<file path="src/hw/dbr_pkg.sv">
/*
  constants, reset values and command selects for the debug data and
  breakpoint register block.
  assumes a single 125 MHz clock and a synchronous active-high reset.
*/
// Overview of operation
// - data register goes to 0000h on power-on reset or Test-Logic-Reset.
// - cpu may read the data register any time; cpu writes change nothing.
// - a valid JTAG debug command may read or write the data or the mask register; the engine also loads the data register.
// - engine uses the 16-bit register as data value or read count.
// - break compares destination data with the register on mask-one bits.
// - bit positions with mask bit zero are ignored in the comparison.
// - all-zero mask breaks on any data once the break address matches.
// - mask register goes to FFFFh on power-on reset or Test-Logic-Reset.
package dbr_pkg;

  // register and address widths
  localparam int DATA_W = 16;
  localparam int ADDR_W = 8;

  // values after reset
  localparam logic [15:0] DATA_RESET = 16'h0000;
  localparam logic [15:0] MASK_RESET = 16'hFFFF;

  // cycles from request to answer
  localparam int READ_LAT = 1;
  localparam int BREAK_LAT = 1;

  // target of a debug command
  typedef enum logic [0:0] {
    DBR_SEL_DATA = 1'b0,
    DBR_SEL_MASK = 1'b1
  } dbr_sel_e;

endpackage : dbr_pkg

</file>
<file path="src/hw/dbr_debug_data_reg.sv">
/*
  debug data/count register, its compare mask, and the register
  breakpoint data match with a one-cycle break request.
  assumes the debug command port, engine strobes and instruction
  destination bus are synchronous to clk; tap_tlr is high while the
  TAP sits in Test-Logic-Reset.
*/
`timescale 1ns/1ns
module dbr_debug_data_reg #(
  parameter int DATA_W = dbr_pkg::DATA_W,
  parameter int ADDR_W = dbr_pkg::ADDR_W
) (
  input wire logic clk,
  input wire logic rst,
  input wire logic tap_tlr,
  input wire logic jtag_cmd_valid,
  input wire logic jtag_cmd_write,
  input wire dbr_pkg::dbr_sel_e jtag_cmd_sel,
  input wire logic [DATA_W-1:0] jtag_cmd_wdata,
  output logic [DATA_W-1:0] jtag_rdata,
  output logic jtag_ack,
  input wire logic eng_load,
  input wire logic [DATA_W-1:0] eng_load_data,
  input wire logic eng_count_dec,
  input wire logic cpu_rd,
  input wire logic cpu_wr,
  output logic [DATA_W-1:0] cpu_rdata,
  output logic cpu_rvalid,
  input wire logic bp_armed,
  input wire logic [ADDR_W-1:0] bp_addr,
  input wire logic instr_valid,
  input wire logic [ADDR_W-1:0] dst_addr,
  input wire logic [DATA_W-1:0] dst_data,
  output logic break_req,
  output logic [DATA_W-1:0] data_value,
  output logic [DATA_W-1:0] mask_value,
  output logic count_zero
);

  // refuse widths the reset constants cannot cover
  if (DATA_W < 1 || DATA_W > 16) begin : g_chk_data
    $error("DATA_W must be 1 to 16");
  end
  if (ADDR_W < 1) begin : g_chk_addr
    $error("ADDR_W must be at least 1");
  end

  typedef struct packed {
    logic [DATA_W-1:0] data;
    logic [DATA_W-1:0] mask;
    logic [DATA_W-1:0] jtag_rdata;
    logic jtag_ack;
    logic [DATA_W-1:0] cpu_rdata;
    logic cpu_rvalid;
    logic brk;
    logic cnt_zero;
  } dbr_state_s;

  dbr_state_s q;
  dbr_state_s next_q;
  logic addr_hit;
  logic data_match;
  logic [DATA_W-1:0] data_rst;
  logic [DATA_W-1:0] mask_rst;

  assign data_rst = dbr_pkg::DATA_RESET[DATA_W-1:0];
  assign mask_rst = dbr_pkg::MASK_RESET[DATA_W-1:0];

  // destination address matches the armed breakpoint
  assign addr_hit = bp_armed & instr_valid &
                    (dst_addr == bp_addr);

  // masked compare of new destination data against stored pattern
  dbr_mask_cmp #(
    .W(DATA_W)
  ) u_cmp (
    .ref_data(q.data),
    .mask(q.mask),
    .new_data(dst_data),
    .match(data_match)
  );

  // next state: debug command first, then engine load, then count
  always_comb begin
    next_q = q;
    next_q.jtag_ack = 1'b0;
    next_q.cpu_rvalid = 1'b0;
    if (jtag_cmd_valid) begin
      next_q.jtag_ack = 1'b1;
      if (jtag_cmd_write) begin
        if (jtag_cmd_sel == dbr_pkg::DBR_SEL_MASK) begin
          next_q.mask = jtag_cmd_wdata;
        end else begin
          next_q.data = jtag_cmd_wdata;
        end
      end else begin
        if (jtag_cmd_sel == dbr_pkg::DBR_SEL_MASK) begin
          next_q.jtag_rdata = q.mask;
        end else begin
          next_q.jtag_rdata = q.data;
        end
      end
    end else if (eng_load) begin
      next_q.data = eng_load_data;
    end else if (eng_count_dec && (q.data != '0)) begin
      next_q.data = DATA_W'(q.data - 1'b1);
    end
    // cpu only reads; cpu_wr has no path into the state
    if (cpu_rd) begin
      next_q.cpu_rvalid = 1'b1;
      next_q.cpu_rdata = q.data;
    end
    // one pulse per matching instruction
    next_q.brk = addr_hit & data_match;
    next_q.cnt_zero = (next_q.data == '0);
    if (rst || tap_tlr) begin
      next_q.data = data_rst;
      next_q.mask = mask_rst;
      next_q.jtag_rdata = '0;
      next_q.jtag_ack = 1'b0;
      next_q.cpu_rdata = '0;
      next_q.cpu_rvalid = 1'b0;
      next_q.brk = 1'b0;
      next_q.cnt_zero = 1'b1;
    end
  end

  // state register
  always_ff @(posedge clk) begin
    q <= next_q;
  end

  // outputs straight from the state flops
  assign jtag_rdata = q.jtag_rdata;
  assign jtag_ack = q.jtag_ack;
  assign cpu_rdata = q.cpu_rdata;
  assign cpu_rvalid = q.cpu_rvalid;
  assign break_req = q.brk;
  assign data_value = q.data;
  assign mask_value = q.mask;
  assign count_zero = q.cnt_zero;
endmodule : dbr_debug_data_reg

</file>
<file path="src/hw/dbr_mask_cmp.sv">
/*
  masked equality check between the stored pattern and new data.
  assumes the mask and both data words share one width.
*/
`timescale 1ns/1ns
module dbr_mask_cmp #(
  parameter int W = 16
) (
  input wire logic [W-1:0] ref_data,
  input wire logic [W-1:0] mask,
  input wire logic [W-1:0] new_data,
  output logic match
);

  // refuse a width the compare cannot serve
  if (W < 1) begin : g_chk_w
    $error("W must be at least 1");
  end

  logic [W-1:0] bit_ok;

  // per bit: equal where mask is one, don't-care where zero
  for (genvar i = 0; i < W; i++) begin : g_bit
    assign bit_ok[i] = ~mask[i] |
                       (ref_data[i] == new_data[i]);
  end

  // all-zero mask gives all ones here, so any data matches
  assign match = &bit_ok;

endmodule : dbr_mask_cmp

</file>
<file path="config.mk">
export PLATFORM = sky130hd
export DESIGN_NAME = dbr_debug_data_reg
export DESIGN_NICKNAME = d
export VERILOG_FILES = /design/src/hw/dbr_pkg.sv /design/src/hw/dbr_debug_data_reg.sv /design/src/hw/dbr_mask_cmp.sv
export SDC_FILE = /design/constraint.sdc
export NUM_CORES = 1
export LEC_CHECK = 0
export BUFFER_PORTS_ARGS = -buffer_cell sky130_fd_sc_hd__buf_2
export CORE_MARGIN = 4
export CORE_UTILIZATION = 30
export DETAILED_ROUTE_END_ITERATION = 8
export GPL_ROUTABILITY_DRIVEN = 0
export PLACE_DENSITY = 0.52
export REMOVE_ABC_BUFFERS = 1
export SLEW_MARGIN = 10
export SYNTH_ARGS = -nofsm -noshare
export SYNTH_HDL_FRONTEND = slang
export SYNTH_HIERARCHICAL = 1
export SYNTH_SLANG_ARGS = --single-unit
</file>
<file path="constraint.sdc">
create_clock -name clk -period 3.27 [get_ports clk]
set_clock_uncertainty 0.1 [all_clocks]
set_input_delay 0.327 -clock clk [delete_from_list [all_inputs] [get_ports clk]]
set_output_delay 0.327 -clock clk [all_outputs]
set_load 0.1 [all_outputs]
</file>
# [After elaboration in Yosys (flattened, before gate mapping)]
# Index checks and enable logic that the tools add are counted.
[op_classes] reduce_logical=7 n_mux=9 add_sub_neg=1 bitwise_logic=36 n_eq_ne=17
[ops] operator="two-way mux 16 bit" count=6
[ops] operator="two-way mux 32 bit" count=1
[ops] operator="NOT 1 bit" count=17
[ops] operator="== test 1 bit" count=16
[ops] operator="logical NOT 16 bit" count=1
[ops] operator="bitwise OR 1 bit" count=16
[ops] operator="AND reduction 16 bit" count=1
[ops] operator="nonzero test 16 bit" count=1
[ops] operator="subtractor 16 x 1 -> 16 bit, second input constant" count=1
[ops] operator="== test 8 bit" count=1
[ops] operator="AND 1 bit" count=3
[ops] operator="AND reduction 3 bit" count=1
[ops] operator="two-way mux 1 bit" count=2
[ops] operator="AND reduction 2 bit" count=1
[ops] operator="logical AND 1 bit" count=1
[ops] operator="logical OR 1 bit" count=1
[totals] out_inout_bits=68 inputBits=76 regBits=68

# [Longest topological paths before layout]
[logic_depth] word_depth=6 depth_mapped=9 mapped_depth_nobuf=9

# [Hierarchy]
# The synthesis kept the hierarchy.
[modules_own_cells] mod="dbr_debug_data_reg" cells_each=417 area_per_inst_um2=3455.8 n_inst=1
[modules_own_cells] mod="dbr_mask_cmp" cells_each=27 area_per_inst_um2=216.5 n_inst=1

# [Worst setup path before layout]
# Ideal clock, no wire load.
[synth_timing] path_type="reg2reg" from="register q (netlist bit data_value[1])" to="register q (netlist bit count_zero)" arrival_time_ps=2983 setup_ps=60 path_buffers=0 slack_ps=127 synth_period_minus_slack_ps=3143 t_required_ps=3110 path_stages_with_launch=10 cell_sequence="dfxtp_1 -> inv_1 -> ha_1 -> nor3b_1 -> and3_1 -> nor4_1 -> mux2_2 -> a221oi_1 -> and2_1 -> a41o_1"
[synth_via] elab_chain_len=6 word_cells_on_any_way=9 cone_classes="add/sub: 1; mux: 5; reduce/logical: 3"
[synth_lines] element="start: declaration" line_no="dbr_debug_data_reg.sv:59" rtl="dbr_state_s q;"
[synth_lines] element="start signal: assignment" line_no="dbr_debug_data_reg.sv:130" rtl="q <= next_q;"
[synth_lines] element="branches (longest 4 deep; another with subtractor 16 x 1 -> 16 bit)"
[synth_lines] element="two-way mux 16 bit *" line_no="dbr_debug_data_reg.sv:88" rtl="if (jtag_cmd_valid) begin"
[synth_lines] element="logical NOT 16 bit *" line_no="dbr_debug_data_reg.sv:115" rtl="next_q.cnt_zero = (next_q.data == '0);"
# Mark *: on every way between the ends.
# A chain may end at the register's enable or synchronous reset.

# [Final worst setup path]
[layout_timing] from="register q (netlist bit data_value[0])" to="register q (netlist bit count_zero)"
# Same word-level chain as after synthesis.

==> results.cfg <==
[clock_tree]
cts_inserted_buffers = 9
cts.clk_slew.worst_paths_ns = 0.05
postCtsSetupBuffers = 0
clock_tree.buffer_depth = 2
cts.htree.levels = 3
postCtsHoldBufs = 0
clkLatencyLatePin_ns = 0.34
clkSinkCount = 68
cts_tree = yes
cts-resized-gates = 0
clock-root-buffer = sky130_fd_sc_hd__clkbuf_16

[route]
num_vias = 3653
postRouteAntennaNets = 0
avgRoutedWirePerCell_um = 17.3
drt_pass1_iterations = 5
drt_first_iter_violations = 188
finalWirelength_um = 12600
drcViolationCount = 0
vias_per_cell = 5.04

[placed_design]
placed_cells = 710
io_buffers = 142
post-dp-hpwl_um = 9420

[layout]
final_net_count = 652
layout-drive-gt1-share = 0.310
area_growth_syn_to_layout_pct = 30.7
n_fill_cell = 1267
antenna-diode-count = 0
instances_no_fill = 725

[yosys]
dominantRegCellSynth = sky130_fd_sc_hd__dfxtp_1
ff_latch_count_synth = 68
synth-async-reset-ratio = 0
synth.distinct_cells = 58
synth_edf_count = 0
portion_of_the_post_synthesis_area_used_by_sequential_elements = 0.371
avgSynthCellArea_um2 = 8.27
synthesis.instances = 444
post_synth_instance_area_mm2 = 0.00367
synth.yosys.warnings = 6

[power_and_ir_drop]
p_switching_mw = 0.789
switching_share = 0.327
leakagePower_nw = 2.26
p_int_mw = 1.62
power.ir.vdd_worst_v = 0.000185
cell_pwr_density_mw_per_mm2 = 502
comb_power_share = 0.237
seq_power_share = 0.368
power_frac_clock = 0.395

[floorplanning]
horizontal_die_dimension_um = 119
start_util = 0.306
io_pins = 144
floorplan.die.height_um = 119
design.core.area_mm2 = 0.0120
die_area_mm2 = 0.0141
placement_rows = 40

[timing]
final_hold_viol_count = 0
fin_crit_ns = 2.94
setup-tns-final_ns = 0
max_freq_mhz = 340
worst_slew_pin_slew_ns = 0.981
final_count_of_pins_violating_max_slew = 0
grt_setup_unrepaired = no
setup_viol_count_final = 0
finalCritPeriodShare = 0.899
maxSlewHeadroom = 0.346

[global_route]
antenna_found_initial = 0
grt_pass1_wl_um = 19800
grt.total_usage = 0.179
maximum_number_of_pins_on_one_net_before_global_route_repair = 46
grt_overflow_total = 0
first_global_vias = 3587

[setup_path]
timing.critical_path.required_ns = 3.45
cp-start-kind = register
worst_ep_arrival_time_ns = 3.12
worst-path-max-fanout = 8
crit_type = register to register
endpoint_kind = register

[worst_hold_path]
worst_hold_path_type = input port to register

[run_status]
status = completed

[flow_run]
number_of_maximum_capacitance_constraint_violations = 0
registers in the layout, summed over array words and instances (netlist names):
name	flops
cpu_rdata	16
break_req	1
jtag_ack	1
cpu_rvalid	1
mask_value	16
jtag_rdata	16
count_zero	1
data_value	16
worst max-delay path, stage by stage (launching register included):
cell and delay, ns:
sky130_fd_sc_hd__dfxtp_1 0.39, sky130_fd_sc_hd__inv_1 0.14, sky130_fd_sc_hd__ha_1 0.16, sky130_fd_sc_hd__or3b_2 0.49
sky130_fd_sc_hd__nor4_4 0.44, sky130_fd_sc_hd__o21ai_0 0.19, sky130_fd_sc_hd__a22oi_1 0.28, sky130_fd_sc_hd__nand4_1 0.15
sky130_fd_sc_hd__nor4_2 0.35, sky130_fd_sc_hd__a41o_1 0.21
cell type report:
cell class                      count  area [µm²]  area share
Multi-Input combinational cell    339        2160       0.450
Sequential cell                    68        1360       0.284
Timing Repair Buffer              153         793       0.165
Clock buffer                       14         284      0.0592
Tap cell                          147         184      0.0383
Inverter                            3        11.3     0.00235
Clock inverter                      1        5.00     0.00104
cells in the final DEF, fill, tap and decap left out, types with 9 or more instances in the layout:
cell	n
sky130_fd_sc_hd__buf_2	142
sky130_fd_sc_hd__mux2i_1	37
sky130_fd_sc_hd__a211oi_1	20
sky130_fd_sc_hd__nor2_1	54
sky130_fd_sc_hd__xor2_1	19
sky130_fd_sc_hd__a22oi_1	10
sky130_fd_sc_hd__dfxtp_1	68
sky130_fd_sc_hd__nand3_1	19
sky130_fd_sc_hd__nand2_1	65
sky130_fd_sc_hd__xnor2_1	10
sky130_fd_sc_hd__buf_4	11
sky130_fd_sc_hd__clkbuf_16	9
synth_stat cells, types with 8 or more instances:
master	instances	area, µm²
sky130_fd_sc_hd__xor2_1	19	166
sky130_fd_sc_hd__mux2i_1	37	370
sky130_fd_sc_hd__a211oi_1	20	150
sky130_fd_sc_hd__nand3_1	19	95.1
sky130_fd_sc_hd__xnor2_1	10	87.6
sky130_fd_sc_hd__nand4_1	8	50.1
sky130_fd_sc_hd__nand2_1	65	244
sky130_fd_sc_hd__nor3_1	8	40.0
sky130_fd_sc_hd__nor2_1	54	203
sky130_fd_sc_hd__clkbuf_1	28	105
sky130_fd_sc_hd__dfxtp_1	68	1360
sky130_fd_sc_hd__a22oi_1	10	75.1
through the flow:
stage	area (µm²)	hold slack, ns	worst slack (ns)	total power [mW]	utilization
2_1_floorplan	3530	0.336	0.119	1.30	-
3_3_place_gp	4510	0.370	0.434	1.47	0.376
3_5_place_dp	4510	0.376	0.379	1.48	0.376
4_1_cts	4800	0.108	0.349	2.44	0.400
5_1_grt	4800	0.120	0.181	2.52	0.400
6_report	4800	0.117	0.329	2.41	0.400
metal layers:
metal / wire, µm / GRT usage / vias to the layer above
li1: - / - / 1845
met1: 5740 / 0.233 / 1674
met2: 5830 / 0.288 / 118
met3: 763 / 0.0392 / 16
met4: 225 / 0.0710 / 0
met5: 0 / 0 / -
power by group through the flow:
stage / Combinational, mW / Sequential (mW) / Clock, mW
floorplan: 0.219 / 1.08 / 0
global placement: 0.569 / 0.904 / 0
detailed placement: 0.572 / 0.905 / 0
CTS: 0.574 / 0.887 / 0.980
global route: 0.615 / 0.891 / 1.01
finish: 0.572 / 0.887 / 0.951
path summary, 6_finish.rpt:
kind | slack, ns | start | cells past startpoint | to
setup / recovery | 0.33 | data_value[0] | 9 | count_zero
hold / removal | 0.12 | jtag_cmd_wdata[9] | 3 | mask_value[9]
setup reg to reg | 0.33 | data_value[0] | 9 | count_zero
hold reg to reg | 0.38 | cpu_rdata[7] | 2 | cpu_rdata[7]
cells by family (layout without fill, tap and decap cells):
group | Yosys count | count (layout) | share of synthesized area
AOI/OAI and AO/OA | 69 | 69 | 0.137
xor gates and xnor gates | 29 | 29 | 0.0692
adders and majority gates | 2 | 2 | 0.00681
buffers and inverters | 37 | 171 | 0.0416
DFF | 68 | 68 | 0.371
muxes | 41 | 41 | 0.113
and+or+nand+nor | 198 | 198 | 0.262
(Power assumes the default switching activity.)
